**src/verilog/flc_pkg.sv**
```systemverilog
// constants shared by the flash program/erase host controller
package flc_pkg;

   // software register offsets (byte addresses)
   localparam logic [4:0] OFF_CMD = 5'h00;
   localparam logic [4:0] OFF_ADDR = 5'h04;
   localparam logic [4:0] OFF_WDATA = 5'h08;
   localparam logic [4:0] OFF_STAT = 5'h0c;
   localparam logic [4:0] OFF_RDATA = 5'h10;

   // operation codes written to the command register
   localparam logic [3:0] OP_READ = 4'h1;
   localparam logic [3:0] OP_PROG = 4'h2;
   localparam logic [3:0] OP_CHIP = 4'h3;
   localparam logic [3:0] OP_SECT = 4'h4;
   localparam logic [3:0] OP_ADDS = 4'h5;
   localparam logic [3:0] OP_SUSP = 4'h6;
   localparam logic [3:0] OP_RESUME = 4'h7;
   localparam logic [3:0] OP_RESET = 4'h8;
   localparam logic [3:0] OP_AUTOSEL = 4'h9;

   // status register bit positions, and the device data toggle bit
   localparam int ST_BUSY = 0;
   localparam int ST_ERR = 1;
   localparam int ST_CHIP = 2;
   localparam int ST_SECT = 3;
   localparam int ST_WIN = 4;
   localparam int ST_SUSP = 5;
   localparam int TOGGLE_BIT = 6;

   // flash command cycle addresses and data
   localparam logic [18:0] UNLK_ADDR1 = 19'h00555;
   localparam logic [18:0] UNLK_ADDR2 = 19'h002aa;
   localparam logic [7:0] D_UNLK1 = 8'haa;
   localparam logic [7:0] D_UNLK2 = 8'h55;
   localparam logic [7:0] D_ESETUP = 8'h80;
   localparam logic [7:0] D_CHIP = 8'h10;
   localparam logic [7:0] D_SECT = 8'h30;
   localparam logic [7:0] D_PROG = 8'ha0;
   localparam logic [7:0] D_SUSP = 8'hb0;
   localparam logic [7:0] D_RESET = 8'hf0;
   localparam logic [7:0] D_AUTOSEL = 8'h90;

   // timing
   localparam int CLK_NS = 10;
   localparam int T_WP_NS = 50;
   localparam int T_WP_CYC = (T_WP_NS + CLK_NS - 1) / CLK_NS;
   localparam int T_ACC_NS = 120;
   localparam int T_ACC_CYC = (T_ACC_NS + CLK_NS - 1) / CLK_NS;
   localparam int T_WIN_US = 50;
   localparam int T_WIN_CYC = (T_WIN_US * 1000) / CLK_NS;
   localparam int T_SUSP_US = 20;
   localparam int T_SUSP_CYC = (T_SUSP_US * 1000 + CLK_NS - 1) / CLK_NS;
   localparam int WIN_GUARD_CYC = 16;

   // one bus cycle of a command sequence
   typedef struct packed {
      logic wr;
      logic [18:0] addr;
      logic [7:0] data;
      logic last;
   } flc_step_t;

endpackage : flc_pkg
```
**src/verilog/flc_cyc_if.sv**
```systemverilog
// request/answer carrier between sequencer and flash bus cycle engine
`timescale 1ns/1ns
interface flc_cyc_if;
   logic req;
   logic wr;
   logic [18:0] addr;
   logic [7:0] wdata;
   logic done;
   logic [7:0] rdata;

   modport seq (output req, wr, addr, wdata, input done, rdata);
   modport engine (input req, wr, addr, wdata, output done, rdata);
endinterface : flc_cyc_if

```
**src/verilog/flc_bus_cyc.sv**
```systemverilog
// flash pin engine: one write or read bus cycle per request
`timescale 1ns/1ns
module flc_bus_cyc (
   // clock and reset
   input wire logic clk_sys_i,
   input wire logic rst_n_i,
   // sequencer side
   flc_cyc_if.engine cyc,
   // flash pins
   output logic [18:0] fl_addr_o,
   output logic [7:0] fl_dq_o,
   output logic fl_dq_oe_o,
   input wire logic [7:0] fl_dq_i,
   output logic fl_ce_n_o,
   output logic fl_we_n_o,
   output logic fl_oe_n_o
);

   typedef enum logic [1:0] {E_IDLE, E_SET, E_STB, E_HOLD} flc_eng_t;

   flc_eng_t st_r, st_nxt;
   logic [7:0] cnt_r, cnt_nxt;
   logic wr_r, wr_nxt;
   logic [18:0] addr_nxt;
   logic [7:0] dq_nxt, rdata_nxt;
   logic dq_oe_nxt, ce_n_nxt, we_n_nxt, oe_n_nxt, done_nxt;
   logic [7:0] lim;

   ////////////////////////////////////////////////////////////////////////////
   // next-state logic; address and data stay put across the whole strobe
   always_comb begin
      st_nxt = st_r;
      cnt_nxt = cnt_r;
      wr_nxt = wr_r;
      addr_nxt = fl_addr_o;
      dq_nxt = fl_dq_o;
      rdata_nxt = cyc.rdata;
      dq_oe_nxt = fl_dq_oe_o;
      ce_n_nxt = fl_ce_n_o;
      we_n_nxt = fl_we_n_o;
      oe_n_nxt = fl_oe_n_o;
      done_nxt = 1'b0;
      lim = wr_r ? 8'(flc_pkg::T_WP_CYC) : 8'(flc_pkg::T_ACC_CYC);
      case (st_r)
         E_IDLE: begin
            if (cyc.req) begin
               addr_nxt = cyc.addr;
               dq_nxt = cyc.wdata;
               wr_nxt = cyc.wr;
               dq_oe_nxt = cyc.wr;
               ce_n_nxt = 1'b0;
               cnt_nxt = 8'h00;
               st_nxt = E_SET;
            end
         end
         E_SET: begin
            // oe stays high on writes so the device sees a write cycle
            we_n_nxt = ~wr_r;
            oe_n_nxt = wr_r;
            st_nxt = E_STB;
         end
         E_STB: begin
            cnt_nxt = cnt_r + 8'h01;
            if (cnt_r == lim - 8'h01) begin
               we_n_nxt = 1'b1;
               oe_n_nxt = 1'b1;
               if (!wr_r) begin
                  rdata_nxt = fl_dq_i;
               end
               st_nxt = E_HOLD;
            end
         end
         E_HOLD: begin
            // data held one cycle past we rising for hold time
            ce_n_nxt = 1'b1;
            dq_oe_nxt = 1'b0;
            done_nxt = 1'b1;
            st_nxt = E_IDLE;
         end
         default: st_nxt = E_IDLE;
      endcase
   end

   // registers
   always_ff @(posedge clk_sys_i or negedge rst_n_i) begin
      if (!rst_n_i) begin
         st_r <= E_IDLE;
         cnt_r <= 8'h00;
         wr_r <= 1'b0;
         fl_addr_o <= 19'h00000;
         fl_dq_o <= 8'h00;
         fl_dq_oe_o <= 1'b0;
         fl_ce_n_o <= 1'b1;
         fl_we_n_o <= 1'b1;
         fl_oe_n_o <= 1'b1;
         cyc.done <= 1'b0;
         cyc.rdata <= 8'h00;
      end else begin
         st_r <= st_nxt;
         cnt_r <= cnt_nxt;
         wr_r <= wr_nxt;
         fl_addr_o <= addr_nxt;
         fl_dq_o <= dq_nxt;
         fl_dq_oe_o <= dq_oe_nxt;
         fl_ce_n_o <= ce_n_nxt;
         fl_we_n_o <= we_n_nxt;
         fl_oe_n_o <= oe_n_nxt;
         cyc.done <= done_nxt;
         cyc.rdata <= rdata_nxt;
      end
   end

   ////////////////////////////////////////////////////////////////////////////
   // write strobe is low for exactly the write pulse width
   AST_WE_WIDTH: assert property (@(posedge clk_sys_i) disable iff (!rst_n_i)
      $fell(fl_we_n_o) |-> (!fl_we_n_o && fl_dq_oe_o) [*5] ##1 fl_we_n_o)
      else $error("write strobe width wrong");

endmodule : flc_bus_cyc

```
**src/verilog/flc_host.sv**
```systemverilog
// flash program/erase host controller: software registers to command sequences
`timescale 1ns/1ns
module flc_host #(
   parameter int WIN_CYC = flc_pkg::T_WIN_CYC
) (
   // clock and reset
   input wire logic clk_sys_i,
   input wire logic rst_n_i,
   // software register port
   input wire logic [4:0] reg_addr_i,
   input wire logic [31:0] reg_wdata_i,
   input wire logic reg_wr_i,
   input wire logic reg_rd_i,
   output logic [31:0] reg_rdata_o,
   // flash pins
   output logic [18:0] fl_addr_o,
   output logic [7:0] fl_dq_o,
   output logic fl_dq_oe_o,
   input wire logic [7:0] fl_dq_i,
   output logic fl_ce_n_o,
   output logic fl_we_n_o,
   output logic fl_oe_n_o
);

   typedef enum logic [1:0] {S_IDLE, S_REQ, S_WAIT, S_SWAIT} flc_seq_t;

   flc_cyc_if cyc ();

   flc_bus_cyc u_eng (
      .clk_sys_i(clk_sys_i),
      .rst_n_i(rst_n_i),
      .cyc(cyc),
      .fl_addr_o(fl_addr_o),
      .fl_dq_o(fl_dq_o),
      .fl_dq_oe_o(fl_dq_oe_o),
      .fl_dq_i(fl_dq_i),
      .fl_ce_n_o(fl_ce_n_o),
      .fl_we_n_o(fl_we_n_o),
      .fl_oe_n_o(fl_oe_n_o)
   );

   flc_seq_t st_r, st_nxt;
   logic [3:0] op_r, op_nxt;
   logic [2:0] idx_r, idx_nxt;
   logic [18:0] addr_r, addr_nxt;
   logic [7:0] wdata_r, wdata_nxt, rdata_r, rdata_nxt;
   logic err_r, err_nxt, chip_r, chip_nxt, sect_r, sect_nxt, susp_r, susp_nxt;
   logic tog_ok_r, tog_ok_nxt, tog_r, tog_nxt, req_r, req_nxt;
   logic [12:0] win_r, win_nxt;
   logic [10:0] wait_r, wait_nxt;
   logic [31:0] rd_nxt;
   logic cmd_wr, legal, win_open, adds_ok;
   logic [3:0] new_op;
   flc_pkg::flc_step_t stp;

   ////////////////////////////////////////////////////////////////////////////
   // one bus cycle of each sequence; single-cycle commands go out at the address register value
   function automatic flc_pkg::flc_step_t step_of(input logic [3:0] op, input logic [2:0] i,
                                                 input logic [18:0] a, input logic [7:0] d);
      flc_pkg::flc_step_t s;
      s = '{wr: 1'b1, addr: flc_pkg::UNLK_ADDR1, data: flc_pkg::D_UNLK1, last: 1'b0};
      case (i)
         3'd1, 3'd4: begin
            s.addr = flc_pkg::UNLK_ADDR2;
            s.data = flc_pkg::D_UNLK2;
         end
         3'd2: s.data = (op == flc_pkg::OP_PROG) ? flc_pkg::D_PROG :
                        (op == flc_pkg::OP_AUTOSEL) ? flc_pkg::D_AUTOSEL : flc_pkg::D_ESETUP;
         3'd3: begin
            if (op == flc_pkg::OP_PROG) begin
               s.addr = a;
               s.data = d;
            end
         end
         3'd5: begin
            s.data = (op == flc_pkg::OP_CHIP) ? flc_pkg::D_CHIP : flc_pkg::D_SECT;
            s.addr = (op == flc_pkg::OP_CHIP) ? flc_pkg::UNLK_ADDR1 : a;
         end
         default: ;
      endcase
      s.last = (op == flc_pkg::OP_PROG && i == 3'd3) || (op == flc_pkg::OP_AUTOSEL && i == 3'd2)
               || i == 3'd5;
      case (op)
         flc_pkg::OP_READ: s = '{wr: 1'b0, addr: a, data: 8'h00, last: 1'b1};
         flc_pkg::OP_ADDS: s = '{wr: 1'b1, addr: a, data: flc_pkg::D_SECT, last: 1'b1};
         flc_pkg::OP_SUSP: s = '{wr: 1'b1, addr: a, data: flc_pkg::D_SUSP, last: 1'b1};
         flc_pkg::OP_RESUME: s = '{wr: 1'b1, addr: a, data: flc_pkg::D_SECT, last: 1'b1};
         flc_pkg::OP_RESET: s = '{wr: 1'b1, addr: a, data: flc_pkg::D_RESET, last: 1'b1};
         default: ;
      endcase
      return s;
   endfunction : step_of

   ////////////////////////////////////////////////////////////////////////////
   // which operations the host may start from what it knows of the device
   assign cmd_wr = reg_wr_i && reg_addr_i == flc_pkg::OFF_CMD;
   assign new_op = reg_wdata_i[3:0];
   assign win_open = win_r != 13'h0000;
   // extra sector writes only with margin left, so the device never drops one
   assign adds_ok = sect_r && !susp_r && win_r > 13'(flc_pkg::WIN_GUARD_CYC);
   assign stp = step_of(op_r, idx_r, addr_r, wdata_r);

   always_comb begin
      case (new_op)
         flc_pkg::OP_READ: legal = 1'b1;
         flc_pkg::OP_PROG, flc_pkg::OP_AUTOSEL, flc_pkg::OP_RESET:
            legal = !chip_r && (!sect_r || susp_r || win_open);
         flc_pkg::OP_CHIP, flc_pkg::OP_SECT: legal = !chip_r && !sect_r;
         flc_pkg::OP_ADDS: legal = adds_ok;
         flc_pkg::OP_SUSP: legal = sect_r && !susp_r;
         flc_pkg::OP_RESUME: legal = susp_r;
         default: legal = 1'b0;
      endcase
   end

   ////////////////////////////////////////////////////////////////////////////
   // sequencer and device tracking
   always_comb begin
      st_nxt = st_r;
      op_nxt = op_r;
      idx_nxt = idx_r;
      addr_nxt = addr_r;
      wdata_nxt = wdata_r;
      rdata_nxt = rdata_r;
      err_nxt = err_r;
      chip_nxt = chip_r;
      sect_nxt = sect_r;
      susp_nxt = susp_r;
      tog_ok_nxt = tog_ok_r;
      tog_nxt = tog_r;
      req_nxt = 1'b0;
      win_nxt = win_open ? win_r - 13'h0001 : win_r;
      wait_nxt = (wait_r != 11'h000) ? wait_r - 11'h001 : wait_r;
      if (reg_wr_i && reg_addr_i == flc_pkg::OFF_ADDR) begin
         addr_nxt = reg_wdata_i[18:0];
      end
      if (reg_wr_i && reg_addr_i == flc_pkg::OFF_WDATA) begin
         wdata_nxt = reg_wdata_i[7:0];
      end
      if (reg_wr_i && reg_addr_i == flc_pkg::OFF_STAT && reg_wdata_i[flc_pkg::ST_ERR]) begin
         err_nxt = 1'b0;
      end
      case (st_r)
         S_IDLE: begin
            if (cmd_wr) begin
               if (legal) begin
                  op_nxt = new_op;
                  idx_nxt = 3'd0;
                  req_nxt = 1'b1;
                  st_nxt = S_REQ;
               end else begin
                  err_nxt = 1'b1; // refusal outranks clear in the same cycle
               end
            end
         end
         S_REQ: st_nxt = S_WAIT;
         S_WAIT: begin
            if (cyc.done) begin
               if (!stp.last) begin
                  idx_nxt = idx_r + 3'd1;
                  req_nxt = 1'b1;
                  st_nxt = S_REQ;
               end else begin
                  st_nxt = S_IDLE;
                  tog_ok_nxt = 1'b0;
                  case (op_r)
                     flc_pkg::OP_READ: begin
                        rdata_nxt = cyc.rdata;
                        tog_nxt = cyc.rdata[flc_pkg::TOGGLE_BIT];
                        tog_ok_nxt = 1'b1;
                        // two reads with equal toggle bit: algorithm has ended
                        if (tog_ok_r && tog_r == cyc.rdata[flc_pkg::TOGGLE_BIT] && !susp_r
                            && !win_open) begin
                           chip_nxt = 1'b0;
                           sect_nxt = 1'b0;
                        end
                     end
                     flc_pkg::OP_CHIP: chip_nxt = 1'b1;
                     flc_pkg::OP_SECT, flc_pkg::OP_ADDS: begin
                        sect_nxt = 1'b1;
                        win_nxt = 13'(WIN_CYC);
                     end
                     flc_pkg::OP_SUSP: begin
                        susp_nxt = 1'b1;
                        win_nxt = 13'h0000;
                        // window suspends at once; a running erase needs time
                        if (!win_open) begin
                           wait_nxt = 11'(flc_pkg::T_SUSP_CYC);
                           st_nxt = S_SWAIT;
                        end
                     end
                     flc_pkg::OP_RESUME: susp_nxt = 1'b0;
                     default: begin
                        // any other write inside the window aborts the erase
                        if (sect_r && !susp_r) begin
                           sect_nxt = 1'b0;
                           win_nxt = 13'h0000;
                        end
                     end
                  endcase
               end
            end
         end
         S_SWAIT: begin
            if (wait_r == 11'h000) begin
               st_nxt = S_IDLE;
            end
         end
         default: st_nxt = S_IDLE;
      endcase
      if (cmd_wr && st_r != S_IDLE) begin
         err_nxt = 1'b1;
      end
   end

   assign cyc.req = req_r;
   assign cyc.wr = stp.wr;
   assign cyc.addr = stp.addr;
   assign cyc.wdata = stp.data;

   // register read mux, answer stands the cycle after the strobe only
   always_comb begin
      rd_nxt = 32'h00000000;
      if (reg_rd_i) begin
         case (reg_addr_i)
            flc_pkg::OFF_ADDR: rd_nxt = {13'h0000, addr_r};
            flc_pkg::OFF_WDATA: rd_nxt = {24'h000000, wdata_r};
            flc_pkg::OFF_STAT: rd_nxt = {26'h0000000, susp_r, win_open, sect_r, chip_r,
                                         err_r, st_r != S_IDLE};
            flc_pkg::OFF_RDATA: rd_nxt = {24'h000000, rdata_r};
            default: rd_nxt = 32'h00000000;
         endcase
      end
   end

   always_ff @(posedge clk_sys_i or negedge rst_n_i) begin
      if (!rst_n_i) begin
         st_r <= S_IDLE;
         op_r <= 4'h0;
         idx_r <= 3'd0;
         addr_r <= 19'h00000;
         wdata_r <= 8'h00;
         rdata_r <= 8'h00;
         err_r <= 1'b0;
         chip_r <= 1'b0;
         sect_r <= 1'b0;
         susp_r <= 1'b0;
         tog_ok_r <= 1'b0;
         tog_r <= 1'b0;
         req_r <= 1'b0;
         win_r <= 13'h0000;
         wait_r <= 11'h000;
         reg_rdata_o <= 32'h00000000;
      end else begin
         st_r <= st_nxt;
         op_r <= op_nxt;
         idx_r <= idx_nxt;
         addr_r <= addr_nxt;
         wdata_r <= wdata_nxt;
         rdata_r <= rdata_nxt;
         err_r <= err_nxt;
         chip_r <= chip_nxt;
         sect_r <= sect_nxt;
         susp_r <= susp_nxt;
         tog_ok_r <= tog_ok_nxt;
         tog_r <= tog_nxt;
         req_r <= req_nxt;
         win_r <= win_nxt;
         wait_r <= wait_nxt;
         reg_rdata_o <= rd_nxt;
      end
   end

   ////////////////////////////////////////////////////////////////////////////
   // checks on the emitted command sequences
   AST_UNLOCK_FIRST: assert property (@(posedge clk_sys_i) disable iff (!rst_n_i)
      req_r && idx_r == 3'd0 && (op_r == flc_pkg::OP_PROG || op_r == flc_pkg::OP_CHIP)
      |-> ##3 fl_addr_o == 19'h00555 && fl_dq_o == 8'haa && !fl_we_n_o)
      else $error("first unlock write wrong");
   AST_PROG_SETUP: assert property (@(posedge clk_sys_i) disable iff (!rst_n_i)
      req_r && op_r == flc_pkg::OP_PROG && idx_r == 3'd3
      |-> $past(fl_dq_o) == 8'ha0 ##2 fl_addr_o == addr_r && fl_dq_o == wdata_r)
      else $error("program sequence wrong");
   AST_CHIP_LAST: assert property (@(posedge clk_sys_i) disable iff (!rst_n_i)
      req_r && op_r == flc_pkg::OP_CHIP && idx_r == 3'd5
      |-> ##2 fl_dq_o == 8'h10 && fl_addr_o == 19'h00555)
      else $error("chip erase command wrong");
   AST_SECT_LAST: assert property (@(posedge clk_sys_i) disable iff (!rst_n_i)
      req_r && op_r == flc_pkg::OP_SECT && idx_r == 3'd5
      |-> ##2 fl_dq_o == 8'h30 && fl_addr_o == addr_r)
      else $error("sector erase command wrong");
   AST_ADDS_GAP: assert property (@(posedge clk_sys_i) disable iff (!rst_n_i)
      req_r && op_r == flc_pkg::OP_ADDS |-> ##[1:12] cyc.done ##0 win_r != 13'h0000)
      else $error("extra sector write outside window");
   AST_CHIP_REFUSE: assert property (@(posedge clk_sys_i) disable iff (!rst_n_i)
      cmd_wr && st_r == S_IDLE && chip_r && new_op != flc_pkg::OP_READ
      |=> err_r && st_r == S_IDLE)
      else $error("command issued during chip erase");
   C_PROG: cover property (@(posedge clk_sys_i) disable iff (!rst_n_i)
      cyc.done && op_r == flc_pkg::OP_PROG && stp.last);
   C_ADDS: cover property (@(posedge clk_sys_i) disable iff (!rst_n_i)
      cyc.done && op_r == flc_pkg::OP_ADDS);
   C_SUSP: cover property (@(posedge clk_sys_i) disable iff (!rst_n_i) $rose(susp_r));

endmodule : flc_host

```
**config.mk**
```make
export PLATFORM = sky130hd
export DESIGN_NAME = flc_host
export DESIGN_NICKNAME = d
export VERILOG_FILES = /design/src/verilog/flc_pkg.sv /design/src/verilog/flc_cyc_if.sv /design/src/verilog/flc_bus_cyc.sv /design/src/verilog/flc_host.sv
export SDC_FILE = /design/constraint.sdc
export NUM_CORES = 1
export LEC_CHECK = 0
export ABC_AREA = 1
export BUFFER_PORTS_ARGS = -buffer_cell sky130_fd_sc_hd__buf_2
export CAP_MARGIN = 25
export CELL_PAD_IN_SITES_DETAIL_PLACEMENT = 1
export CELL_PAD_IN_SITES_GLOBAL_PLACEMENT = 1
export CORE_AREA = 2 2 128 130
export DETAILED_ROUTE_END_ITERATION = 8
export DIE_AREA = 0 0 130 132
export GPL_ROUTABILITY_DRIVEN = 0
export PLACE_DENSITY_LB_ADDON = 0.25
export SLEW_MARGIN = 20
export SYNTH_ARGS = -nofsm -noshare
export SYNTH_HDL_FRONTEND = slang
export SYNTH_SLANG_ARGS = --single-unit
```
**constraint.sdc**
```tcl
create_clock -name clk_sys_i -period 5.5 [get_ports clk_sys_i]
set_clock_uncertainty 0.1 [all_clocks]
set_input_delay 0 -clock clk_sys_i [delete_from_list [all_inputs] [get_ports clk_sys_i]]
set_output_delay 0 -clock clk_sys_i [all_outputs]
set_load 0.005 [all_outputs]
```
* Word level (Yosys, flattened, before mapping)
Index checks and enable logic that the tools add are counted.
** Word-level totals
- Logic and storage cells :: 202
- Memory bits (writable) :: 0
- Memories :: 0
- Register bits :: 158
- ROM bits :: 0
- Output and inout bits :: 63
- Latch bits :: 0
- Input bits :: 49
** Operators by class
- $add $sub $neg :: 5
- Magnitude comparators :: 1
- Shift operators :: 0
- Reductions and logical operators :: 58
- Divide/modulo/power cells :: 0
- Muxes and demuxes :: 66
- Bitwise gates (word level) :: 2
- Eq/ne operators :: 43
- Multiply operators :: 0
** Operators by type and width (number)
- $pmux 29 s4 :: 1
- $pmux 19 s4 :: 1
- $mux 11 :: 6
- $mux 13 :: 5
- $pmux 19 s3 :: 1
- $pmux 13 s3 :: 1
- $mux 19 :: 2
- $eq 4x3->1 const B :: 8
- $pmux 8 s4 :: 1
- $mux 27 :: 1
- $mux 2 :: 9
- $eq 4x2->1 const B :: 4
- $eq 4x4->1 const B :: 4
- $mux 1 :: 16
- $pmux 2 s4 :: 2
- $pmux 8 s2 :: 1
- $logic_and 1x1->1 :: 15
- $pmux 1 s2 :: 7
- $reduce_bool 2->1 :: 7
- $gt 13x5->1 const B :: 1
- $reduce_bool 13->1 :: 1
- $sub 13x1->13 const B :: 1
- $mux 3 :: 4
- $mux 6 :: 2
- other kinds (38) :: 74

* Longest topological paths before layout
Gate-level depths: netlist of the first run.
- Depth after elaboration :: 9
- Gate-level depth with buffers :: 13
- Gate-level depth less buffers :: 13

* Cells and area by module
From an unflattened synthesis of the first run, not the netlist that was laid out.
** Unflattened totals
- Cells, all modules :: 933
- Area total of the unflattened synthesis :: 7270.7 um^2
** By module, submodules not included
- flc_host :: cells each 668, sequential area each 2327.2 um^2, area each 5064.9 um^2, times used 1
- flc_bus_cyc :: cells each 265, sequential area each 1280.0 um^2, area each 2205.9 um^2, times used 1

* Least setup slack after synthesis of the first run
No wires, ideal clock.
- Path kind :: register to register
- Start point :: reg win_r[0]
- End point :: reg sect_r
- Period minus slack after synthesis :: 1.881 ns
- Setup slack :: 3.619 ns
- Cell stages (with the launch flop) :: 13
- Arrival time :: 1.658 ns
- Data required time :: 5.277 ns
- Library setup time :: 0.123 ns
- Cells stage by stage :: dfrtp_1 -> inv_1 -> ha_1 -> nand2_1 -> nor2_1 -> nand2_1 -> buf_4 -> inv_1 -> nand3_1 -> a21oi_1 -> nand2_1 -> nand2_1 -> nand2_1
** Between the ends
- Cells in the longest elaborated chain, start to end :: 5
** Ends and longest elaborated chain
- start: declaration :: RTL line flc_host.sv:49 : logic [12:0] win_r, win_nxt;
- start signal: assignment :: RTL line flc_host.sv:268 : win_r <= win_nxt;
- $reduce_bool 13->1 :: RTL line flc_host.sv:98 : assign win_open = win_r != 13'h0000;
- $logic_not 1->1
- $logic_and 1x1->1 :: RTL line flc_host.sv:173 : && !win_open) begin
- $ne 2x2->1 (no line)
- $reduce_and 6->1 (no line)
- end signal: assignment :: RTL line flc_host.sv:263 : sect_r <= sect_nxt;
- end: declaration :: RTL line flc_host.sv:47 : logic err_r, err_nxt, chip_r, chip_nxt, sect_r, sect_nxt, susp_r, susp_nxt;
Every way passes these cells.
A chain may end at the register's enable or synchronous reset.

* Final worst setup path of the first run
- Start point :: reg win_r[0]
- End point :: reg err_r
** Between the ends
- Cells in the longest elaborated chain, start to end :: 8
** Ends and longest elaborated chain
- branches (longest 3 deep; another with $gt 13x5->1)
- $pmux 1 s6 (*) :: RTL line flc_host.sv:104 : case (new_op)
- $mux 1 (*) :: RTL line flc_host.sv:146 : if (legal) begin
- $mux 1 (*) :: RTL line flc_host.sv:145 : if (cmd_wr) begin
- $mux 1 (*) :: RTL line flc_host.sv:143 : case (st_r)
- $mux 1 (*) :: RTL line flc_host.sv:211 : if (cmd_wr && st_r != S_IDLE) begin
- via err_nxt :: RTL line flc_host.sv:47
- end signal: assignment :: RTL line flc_host.sv:261 : err_r <= err_nxt;
- end: declaration :: RTL line flc_host.sv:47
Mark *: on every way through the listed nets, which the timed path passes.

==> results of run 1 <==
## sequential cells by signal (all words and copies together) (netlist names), 4 cells and up
name             cells
u_eng.fl_dq_o        8
reg_rdata_o         19
addr_r              19
u_eng.fl_addr_o     19
wdata_r              8
u_eng.cyc.rdata      8
win_r               13
wait_r              11
u_eng.cnt_r          8
op_r                 4
rdata_r              8
## kinds of logic after synthesis
group                      Yosys count
muxes                                7
other                                1
adders and majority gates           11
xor gates and xnor gates             7
AOI/OAI and AO/OA                  144
buffers and inverters              145
and+or+nand+nor                    398
DFF                                144
## final timing paths
check / startpoint / endpoint / slack [ns] / cells after the start
worst max-delay path: win_r[0] / err_r / 2.52 / 13
worst min-delay path: reg_addr_i[3] / reg_rdata_o[6] / 0.09 / 7
worst max register to register: win_r[0] / err_r / 2.52 / 13
worst min register to register: u_eng.fl_addr_o[10] / u_eng.fl_addr_o[10] / 0.37 / 2
max in group asynchronous: rst_n_i / addr_r[16] / 4.02 / 3
min in group asynchronous: rst_n_i / win_r[5] / 0.16 / 2
## layout by cell type, fill, tap and decap left out, types with 3 or more instances in the layout
cell type and instances:
inv_1 110, nor3_1 14, nand3_2 4, dfstp_2 3, a22oi_1 4, buf_4 3, nor3b_1 3, nand2_1 218
mux2_2 7, nand3_1 37, o21ai_0 75, dlygate4sd3_1 37, nand4_1 10, conb_1 13, a41oi_1 4, o21ai_2 3
buf_2 84, xor2_1 5, clkinv_2 3, clkbuf_16 17, a21oi_1 32, nor2_1 93, dfrtp_1 141, o211ai_1 4
inv_6 7, a31oi_1 8, ha_1 11, nor2_2 5
## cell type report
| type | instances | area (sq um) | area share |
|---|---|---|---|
| clock buffers | 17 | 425 | 0.0498 |
| repair buffers | 125 | 825 | 0.0966 |
| inverters | 114 | 430 | 0.0504 |
| flip-flops and latches | 144 | 3610 | 0.423 |
| clock inverters | 15 | 124 | 0.0145 |
| multi-input cells | 580 | 2850 | 0.334 |
| well taps | 216 | 270 | 0.0317 |
## cell usage after synthesis, types with 7 or more instances
| cell type | number |
|---|---|
| a21oi_1 | 32 |
| a31oi_1 | 8 |
| nand3_1 | 37 |
| nand2_1 | 218 |
| nand4_1 | 10 |
| clkbuf_1 | 10 |
| dfrtp_1 | 141 |
| ha_1 | 11 |
| buf_4 | 15 |
| mux2_2 | 7 |
| o21ai_0 | 75 |
| inv_1 | 110 |
| nor3_1 | 14 |
| nor2_1 | 93 |
## stage by stage
| stage | hold WS [ns] | utilization | instances | worst slack, ns | cell area [sq um] |
|---|---|---|---|---|---|
| 5_1_grt | 0.105 | 0.543 | 1211 | 2.21 | 8530 |
| 4_1_cts | 0.0536 | 0.543 | 1211 | 2.50 | 8530 |
| 6_report | 0.0932 | 0.543 | 1211 | 2.52 | 8530 |
| 2_1_floorplan | -0.396 | - | 869 | 3.62 | 7080 |
| 3_5_place_dp | 0.0839 | 0.485 | 1142 | 2.96 | 7610 |
| 3_3_place_gp | 0.0867 | 0.485 | 1142 | 3.07 | 7610 |
## where the power goes
part           total [W]  leakage, nW  internal, W  switching [W]
Combinational   0.000129         2.49    0.0000506      0.0000786
Sequential       0.00114         1.88      0.00110      0.0000410
Clock            0.00109        0.273     0.000591       0.000504
## layer usage
layer	global-route usage	wire length [microns]
met4	0.0627	211
met3	0.0471	653
met5	0	7
met2	0.392	9710
met1	0.336	9210
## tightest hold or removal path, cell delays in order
cell and delay, ns:
buf_2 0.11, nand2_1 0.07, nor3_1 0.05, nand2_1 0.14
o211ai_1 0.11, nand2_1 0.06, inv_1 0.03
==> summary.md, run 1 <==
| Metric | Value |
|---|---|
| Hold Violations, Final | 0 |
| Slew of the pin with the lowest slew margin | 0.944 ns |
| Ratio of cells with drive above 1 in the final layout | 0.155 |
| Yosys reg bits | 144 |
| Gr usage total | 0.242 |
| Seq/Total Area, Yosys | 0.513 |
| Clock sinks | 144 |
| Yosys warnings | 0 |
| Status | completed |
| Cell mode on critical path | nand2_1 |
| Maxcap violations | 0 |
| CP Launch Type | flip-flop |
| Area leader, netlist | dfrtp_1 |
| Routed WL | 19.8 mm |
| Pwr/cell area | 277 mW/mm^2 |
| Fin crit period | 2.98 ns |
| DR iter-0 viols | 313 |
| Chip Height | 132 microns |
| Maximum number of pins on one net before global-route repair | 101 |
| Crit-path cells | inv_1 -> ha_1 -> nand2_1 -> nor2_1 -> nand2_1 -> nor2_1 -> nor2_1 -> nor2_1 -> nand2_1 -> nand2_1 -> nand2_1 -> nand2_1 -> dlygate4sd3_1 |
| Core area | 0.0157 sq mm |
| Post-synth EDFFs | 0 |
| Nets | 1,042 |
| Num CTS Buffers | 17 |
| Worst stage delay on the critical path | 0.54 ns |
| Crit path DAT | 3.24 ns |
| Die area | 0.0172 sq mm |
| Num ports | 112 |
| CTS H-tree depth | 4 |
| RSZ-0062 raised after global routing | false |
| CP delay by family, top | simple AND/OR/NAND/NOR gates |
| Number of global-route vias before repair | 6,300 |
| WP data required | 5.76 ns |
| FP Rows | 46 |
| Worst setup path class | reg2reg |
| Vias | 6,166 |
| Hold bufs inserted after CTS | 37 |
| XOR/XNOR share of the synthesized area | 0.00872 |
| CTS resizes | 0 |
| DR vias/cell | 5.09 |
| Post-synthesis compound-gate area fraction | 0.117 |
| Syn avg cell area | 8.20 sq um |
| Clk slew on worst S/H paths | 0.06 ns |
| Critical path's slowest cell | dlygate4sd3_1 |
| Ranking of synthesized cells by area | dfrtp_1, nand2_1, inv_1, o21ai_0, nor2_1 |
| Initial antenna violation count | 1 |
| Diodes inserted | 0 |
| Finish-stage setup viols | 0 |
| Distinct cells, synth | 48 |
| Post-CTS Setup Inserts | 0 |
| Antenna-violating nets left | 0 |
| Post-synthesis mux area share | 0.0112 |
| Setup crit end kind | flip-flop |
| Die width | 130 microns |
| IO Port Bufs | 85 |
| Initial core utilization | 0.447 |
| DR pass1 iterations | 5 |
| Tcrit/Tclk final | 0.541 |
| Worst Hold Class | in2reg |
| Fin. max-slew vios | 0 |
| Max VDD drop | 0.204 mV |
| Drt wl/cell | 16.3 microns |
| Total negative slack | 0 ns |
| Tot Pwr | 0.00236 W |
| CP max FO | 13 |
| Synth Cell Area | 0.00703 sq mm |
| Synth Area in Simple Gates | 0.243 |
| Main synth FF type | dfrtp_1 |
| Clock buffer depth | 2 |
| Buffers & Inverters on Critical Path | 2 |
| Lkg Pwr | 4.64 nW |
| Root Driver | clkbuf_16 |
| Largest family of logic cells by synthesized area | simple AND/OR/NAND/NOR gates |
| Slew headroom | 0.371 |
| Fmax | 0.336 GHz |
| Async S/R FF share, synth | 1.00 |
| Fillers | 1,954 |
| Cells after Synth | 857 |
| Dpl hpwl | 13.3 mm |
| GRT overflow | 0 |
| CTS tree | built |
| Share of the synthesized area in the top cell type | 0.502 |
| Layout area overhead | 21.4% |
| Adder-Cell Fraction of Synth Area | 0.0196 |
| Clock latency on the worst-skew pair | 0.43 ns |
| Drc violations | 0 |
| First-pass GRT wire length | 32.7 mm |
No activity file was read; power rests on OpenSTA's default activity.
==> run 2, diff against run 1 <==
Settings changed: ABC_AREA 1 to 0, CORE_AREA 2 2 128 130 to 2 2 134 136, DIE_AREA 0 0 130 132 to 0 0 136 138.
Clock period 5.5 ns to 2.7 ns, I/O delays scaled along.
==> run 2 against run 1 <==
  * Final area decreased by 1.3%
  * Via count decreased by 14%
  * Fmax increased by 15%
  * First-iteration DRC count decreased by 14%
  * Largest power group unchanged
==> summary.md, run 2 <==
| Metric | Value |
|---|---|
| Core area | 0.0175 sq mm (was 0.0157 sq mm) |
| Seq/Total Area, Yosys | 0.532 (was 0.513) |
| CTS tree | built (unchanged) |
| Worst hold margin | 0.0118 ns (was 0.0932 ns) |
| Max Used Layer | met4 (was met5) |
| Crit-path cells | nand2b_1 -> o21ai_0 -> a2111oi_0 -> o31a_1 -> or4_4 -> mux2_4 (was inv_1 -> ha_1 -> nand2_1 -> nor2_1 -> nand2_1 -> nor2_1 -> nor2_1 -> nor2_1 -> nand2_1 -> nand2_1 -> nand2_1 -> nand2_1 -> dlygate4sd3_1) |
| Main synth FF type | dfrtp_1 (unchanged) |
| Status | completed (unchanged) |
| DR vias/cell | 5.25 (was 5.09) |
| Worst setup path class | reg2reg (unchanged) |
| Lkg Pwr | 4.16 nW (was 4.64 nW) |
| FP Rows | 49 (was 46) |
| Critical path's slowest cell | or4_4 (was dlygate4sd3_1) |
| Clock buffer depth | 2 (unchanged) |
| GRT overflow | 0 (unchanged) |
| Commonest non-fill, non-tap cell in the layout | dfrtp_1 (was nand2_1) |
| Clock latency on the worst-skew pair | 0.42 ns (was 0.43 ns) |
| RSZ-0062 raised after global routing | false (unchanged) |
| Area leader, netlist | dfrtp_1 (unchanged) |
| Most frequent cells in the layout | dfrtp_1, buf_2, nand2_1 (was nand2_1, dfrtp_1, inv_1) |
| Worst stage delay on the critical path | 0.59 ns (was 0.54 ns) |
| Pwr/cell area | 793 mW/mm^2 (was 277 mW/mm^2) |
| IO Port Bufs | 85 (unchanged) |
| Post-synth EDFFs | 0 (unchanged) |
| Diodes inserted | 0 (unchanged) |
| WL met2 | 9.35 mm (was 9.71 mm) |
| Setup ws final | 0.110 ns (was 2.52 ns) |
| Drc violations | 0 (unchanged) |
| Metal3 WL | 672 microns (was 653 microns) |
| Max VDD drop | 0.462 mV (was 0.204 mV) |
| Setup crit end kind | flip-flop (unchanged) |
| DRT met1 WL | 8.50 mm (was 9.21 mm) |
| Finish-stage setup viols | 0 (unchanged) |
| Hold Violations, Final | 0 (unchanged) |
| Total negative slack | 0 ns (unchanged) |
| DR pass1 iterations | 4 (was 5) |
| Slew headroom | 0.571 (was 0.371) |
| CTS H-tree depth | 4 (unchanged) |
| Tot Pwr | 0.00668 W (was 0.00236 W) |
| Crit path DAT | 2.80 ns (was 3.24 ns) |
| Drt wl/cell | 18.4 microns (was 16.3 microns) |
| Clk slew on worst S/H paths | 0.06 ns (about the same) |
| Number of global-route vias before repair | 5,761 (was 6,300) |
| Worst Hold Class | in2async (was in2reg) |
| Layout area overhead | 24.3% (was 21.4%) |
| Initial core utilization | 0.386 (was 0.447) |
| CP max FO | 9 (was 13) |
| Num ports | 112 (unchanged) |
| Fmax | 0.386 GHz (was 0.336 GHz) |
| Nets | 834 (was 1,042) |
| Biggest regs | addr_r: 19 flops, reg_rdata_o: 19 flops, u_eng.fl_addr_o: 19 flops (unchanged) |
| Vias | 5,327 (was 6,166) |
| Routed WL | 18.7 mm (was 19.8 mm) |
| Initial antenna violation count | 0 (was 1) |
| Ratio of cells with drive above 1 in the final layout | 0.258 (was 0.155) |
| Clock sinks | 144 (unchanged) |
| Distinct cells, synth | 56 (was 48) |
| Top post-synthesis cells by count | dfrtp_1, nand2_1, nor2_1 (was nand2_1, dfrtp_1, inv_1) |
| Async S/R FF share, synth | 1.00 (unchanged) |
| CP delay by family, top | simple AND/OR/NAND/NOR gates (unchanged) |
| DR iter-0 viols | 270 (was 313) |
| Buffers & Inverters on Critical Path | 0 (was 2) |
| Antenna-violating nets left | 0 (unchanged) |
| Synth Cell Area | 0.00678 sq mm (was 0.00703 sq mm) |
| Ranking of synthesized cells by area | dfrtp_1, mux2_2, nand2_1, nor2_1, o21ai_0 (was dfrtp_1, nand2_1, inv_1, o21ai_0, nor2_1) |
| CP Launch Type | flip-flop (unchanged) |
| Yosys reg bits | 144 (unchanged) |
| Chip Height | 138 microns (was 132 microns) |
| Num CTS Buffers | 17 (unchanged) |
| DP Worst Slack | 0.123 ns (was 2.96 ns) |
| Maxcap violations | 0 (unchanged) |
| Tcrit/Tclk final | 0.959 (was 0.541) |
| Slew of the pin with the lowest slew margin | 0.644 ns (was 0.944 ns) |
| Die width | 136 microns (was 130 microns) |
| Share of the synthesized area in the top cell type | 0.521 (was 0.502) |
| Fin. max-slew vios | 0 (unchanged) |
| Maximum number of pins on one net before global-route repair | 60 (was 101) |
| Syn avg cell area | 10.5 sq um (was 8.20 sq um) |
| Most common cell in the synthesized netlist | dfrtp_1 (was nand2_1) |
| Fin crit period | 2.59 ns (was 2.98 ns) |
| Root Driver | clkbuf_16 (unchanged) |
| Yosys warnings | 0 (unchanged) |
| Cells after Synth | 644 (was 857) |
| Fillers | 1,981 (was 1,954) |
| First-pass GRT wire length | 30.7 mm (was 32.7 mm) |
| Gr usage total | 0.209 (was 0.242) |
| Die area | 0.0188 sq mm (was 0.0172 sq mm) |
| Dpl hpwl | 13.1 mm (was 13.3 mm) |
| WP data required | 2.91 ns (was 5.76 ns) |
==> run 2: cell count changes after synthesis, moves of 9 or more <==
cell      previous run  this run
a21o_1               0         9
and3_1               2        16
clkbuf_1            10        24
inv_1              110        18
mux2_2               7        49
nand2_1            218        74
nand3_1             37         7
nor2_1              93        63
o21ai_0             75        43
==> run 2: layout make-up <==
| cell class | instances | area, sq um | area share |
|---|---|---|---|
| Clock inverter | 12 | 133 | 0.0157 |
| Timing Repair Buffer | 140 | 942 | 0.112 |
| Tap cell | 229 | 287 | 0.0340 |
| Inverter | 18 | 67.6 | 0.00802 |
| Sequential cell | 144 | 3610 | 0.428 |
| Multi-Input combinational cell | 453 | 2940 | 0.349 |
| Clock buffer | 19 | 443 | 0.0526 |
==> run 2: final timing paths <==
kind                                     from                  to  slack, ns  depth (start not counted)
min reg2reg                u_eng.fl_addr_o[0]  u_eng.fl_addr_o[0]       0.37                          1
max reg2reg                            susp_r             op_r[2]       0.11                          6
max                                    susp_r             op_r[2]       0.11                          6
max in group asynchronous             rst_n_i     u_eng.fl_oe_n_o       1.63                          3
min in group clk_sys_i          reg_addr_i[4]      reg_rdata_o[4]       0.17                          4
min                                   rst_n_i       u_eng.st_r[1]       0.01                          2
==> run 2: timing repair <==
| action | 4_1_cts | 5_1_grt |
|---|---|---|
| hold buffers | 34 | 0 |
| setup buffers | 0 | 0 |
| resized for setup | 0 | 3 |
| endpoints found under the setup margin | 0 | 5 |
| endpoints found under the hold margin | 169 | 0 |
==> run 2: kinds of logic after synthesis <==
group	synth area share
other	0.000553
AND/OR/NAND/NOR	0.165
buffers and inverters	0.0419
multiplexers	0.0984
AO/OA/AOI/OAI	0.115
XOR/XNOR	0.0271
adder cells (fa/ha/maj)	0.0203
flip-flops	0.532
==> run 2: power by group <==
part           internal, W  switching, W
clock network      0.00138      0.000946
logic             0.000658      0.000738
registers          0.00258      0.000381
==> run 2: per-layer routing <==
layer	vias up	track usage
li1	2502	-
met1	2704	0.280
met2	107	0.350
met3	14	0.0433
met4	0	0.0428
met5	-	0
==> run 2: through the flow <==
| stage | instance area, sq um | utilization | std cells |
|---|---|---|---|
| 2_1_floorplan | 6820 | - | 656 |
| 6_report | 8420 | 0.480 | 1015 |
| 4_1_cts | 8410 | 0.480 | 1015 |
| 3_3_place_gp | 7490 | 0.427 | 950 |
| 5_1_grt | 8420 | 0.480 | 1015 |
| 3_5_place_dp | 7490 | 0.427 | 950 |
==> run 3, diff against run 2 <==
Settings changed: PLACE_DENSITY_LB_ADDON 0.25 to 0.1.
==> run 3 against run 2 <==
  * Total power rose by 3.6%
  * First-iteration DRC count fell by 5.6%
  * Flip-flop and latch count did not move
  * Non-clock buffer count rose by 6
  * Clock-buffer cell count fell by 1
  * Worst hold slack improved by 0.13 ns
  * Critical path type unchanged
==> summary.md, run 3 (synthesized netlist as in run 2, its figures left out) <==
| Metric | Value |
|---|---|
| Antenna-violating nets left | 0 (unchanged) |
| Fin crit period | 2.56 ns (was 2.59 ns) |
| Drt wl/cell | 18.1 microns (was 18.4 microns) |
| Lkg Pwr | 4.24 nW (was 4.16 nW) |
| R2R depth | 8 (was 6) |
| Crit-path cells | inv_1 -> ha_1 -> or3b_2 -> or4_4 -> or2_2 -> nand2_1 -> xor2_1 -> nand2_1 (was nand2b_1 -> o21ai_0 -> a2111oi_0 -> o31a_1 -> or4_4 -> mux2_4) |
| Clock buffer depth | 2 (unchanged) |
| Total negative slack | 0 ns (unchanged) |
| Status | completed (unchanged) |
| Worst setup path class | reg2reg (unchanged) |
| CTS H-tree depth | 4 (unchanged) |
| CP max FO | 5 (was 9) |
| Die area | 0.0188 sq mm (unchanged) |
| Worst Hold Class | in2reg (was in2async) |
| Vias | 5,388 (was 5,327) |
| Fin. max-slew vios | 0 (unchanged) |
| WP data required | 2.91 ns (about the same) |
| Diodes inserted | 0 (unchanged) |
| FP Rows | 49 (unchanged) |
| Clk slew on worst S/H paths | 0.07 ns (was 0.06 ns) |
| Commonest non-fill, non-tap cell in the layout | dfrtp_1 (unchanged) |
| Slew headroom | 0.620 (was 0.571) |
| DR iter-0 viols | 255 (was 270) |
| Maximum number of pins on one net before global-route repair | 61 (was 60) |
| DR pass1 iterations | 4 (unchanged) |
| DP Worst Slack | 0.101 ns (was 0.123 ns) |
| GRT overflow | 0 (unchanged) |
| Num CTS Buffers | 17 (unchanged) |
| Buffers & Inverters on Critical Path | 1 (was 0) |
| Fillers | 1,971 (was 1,981) |
| Number of global-route vias before repair | 5,736 (was 5,761) |
| Clock latency on the worst-skew pair | 0.43 ns (was 0.42 ns) |
| Finish-stage setup viols | 0 (unchanged) |
| CTS tree | built (unchanged) |
| CP delay by family, top | simple AND/OR/NAND/NOR gates (unchanged) |
| Root Driver | clkbuf_16 (unchanged) |
| Most frequent cells in the layout | dfrtp_1, buf_2, nand2_1 (unchanged) |
| Cell mode on critical path | nand2_1 |
| Critical path's slowest cell | or4_4 (unchanged) |
| Nets | 840 (was 834) |
| Biggest regs | addr_r: 19 flops, reg_rdata_o: 19 flops, u_eng.fl_addr_o: 19 flops (unchanged) |
| Setup crit end kind | flip-flop (unchanged) |
| Hold path depth | 4 |
| Fmax | 0.391 GHz (was 0.386 GHz) |
| Placement Cell Area | 0.00749 sq mm (unchanged) |
| DR vias/cell | 5.27 (was 5.25) |
| Worst stage delay on the critical path | 0.51 ns (was 0.59 ns) |
| Layout area overhead | 26.1% (was 24.3%) |
| Maxcap violations | 0 (unchanged) |
| Routed WL | 18.5 mm (was 18.7 mm) |
| Pwr/cell area | 810 mW/mm^2 (was 793 mW/mm^2) |
| Initial core utilization | 0.386 (unchanged) |
| IO Port Bufs | 85 (unchanged) |
| Crit path DAT | 2.77 ns (was 2.80 ns) |
| Ratio of cells with drive above 1 in the final layout | 0.270 (was 0.258) |
| Max VDD drop | 0.468 mV (was 0.462 mV) |
| Drc violations | 0 (unchanged) |
| First-pass GRT wire length | 30.4 mm (was 30.7 mm) |
| Multi-input logic area | 0.00295 sq mm (was 0.00294 sq mm) |
| Num ports | 112 (unchanged) |
| Register area | 0.00361 sq mm (unchanged) |
| Hold Violations, Final | 0 (unchanged) |
| Setup ws final | 0.142 ns (was 0.110 ns) |
| Core area | 0.0175 sq mm (unchanged) |
| Chip Height | 138 microns (unchanged) |
| CP Launch Type | flip-flop (unchanged) |
| Design area | 0.00855 sq mm (was 0.00842 sq mm) |
| Clock sinks | 144 (unchanged) |
| Tcrit/Tclk final | 0.947 (was 0.959) |
| Dpl hpwl | 12.9 mm (was 13.1 mm) |
| Die width | 136 microns (unchanged) |
| Gr usage total | 0.209 (about the same) |
| Initial antenna violation count | 0 (unchanged) |
| Worst path depth | 8 (was 6) |
| Slew of the pin with the lowest slew margin | 0.571 ns (was 0.644 ns) |
==> run 3: path summary, 6_finish.rpt <==
path,startpoint,endpoint,slack (ns)
max in group asynchronous,rst_n_i,win_r[11],1.37
min,reg_addr_i[4],reg_rdata_o[1],0.14
min reg2reg,u_eng.fl_addr_o[15],u_eng.fl_addr_o[15],0.37
min in group asynchronous,rst_n_i,u_eng.fl_dq_o[1],0.43
max reg2reg,wait_r[0],wait_r[6],0.14
max,wait_r[0],wait_r[6],0.14
==> run 3: report_power, final <==
group	internal [W]	switching, W
clock	0.00151	0.00101
combinational	0.000699	0.000753
sequential	0.00257	0.000374
==> run 3: final cells by class <==
type | instances | share of cell area
clock buffer | 18 | 0.0514
tap | 229 | 0.0335
clock inverter | 14 | 0.0224
timing repair buffer | 146 | 0.117
multi-input combinational | 453 | 0.346
sequential | 144 | 0.422
inverter | 18 | 0.00790
==> run 3: tightest hold or removal path, cell delays in order <==
cell      delay (ns)
buf_2           0.11
and2_1          0.32
a222oi_1        0.12
nor2_1          0.08
==> run 3: through the flow <==
step                      std cells   util  power (W)  hold slack, ns
final                          1022  0.488    0.00692           0.140
after global routing           1022  0.488    0.00732           0.175
after CTS                      1017  0.484    0.00694           0.113
after detailed placement        950  0.427    0.00433          -0.122
after global placement          950  0.427    0.00424          -0.128
after floorplan                 656      -    0.00380          -0.396
==> run 3: what timing repair did <==
item	CTS	global route
setup buffers	0	5
gates resized for setup	0	7
hold buffers	35	0
endpoints found under the hold margin	202	0
setup endpoints to repair	0	9
==> run 3: routing by layer <==
layer,track usage,wire (microns)
met5,0,0
met4,0.0636,291
met3,0.0367,619
met2,0.344,9070
met1,0.281,8560
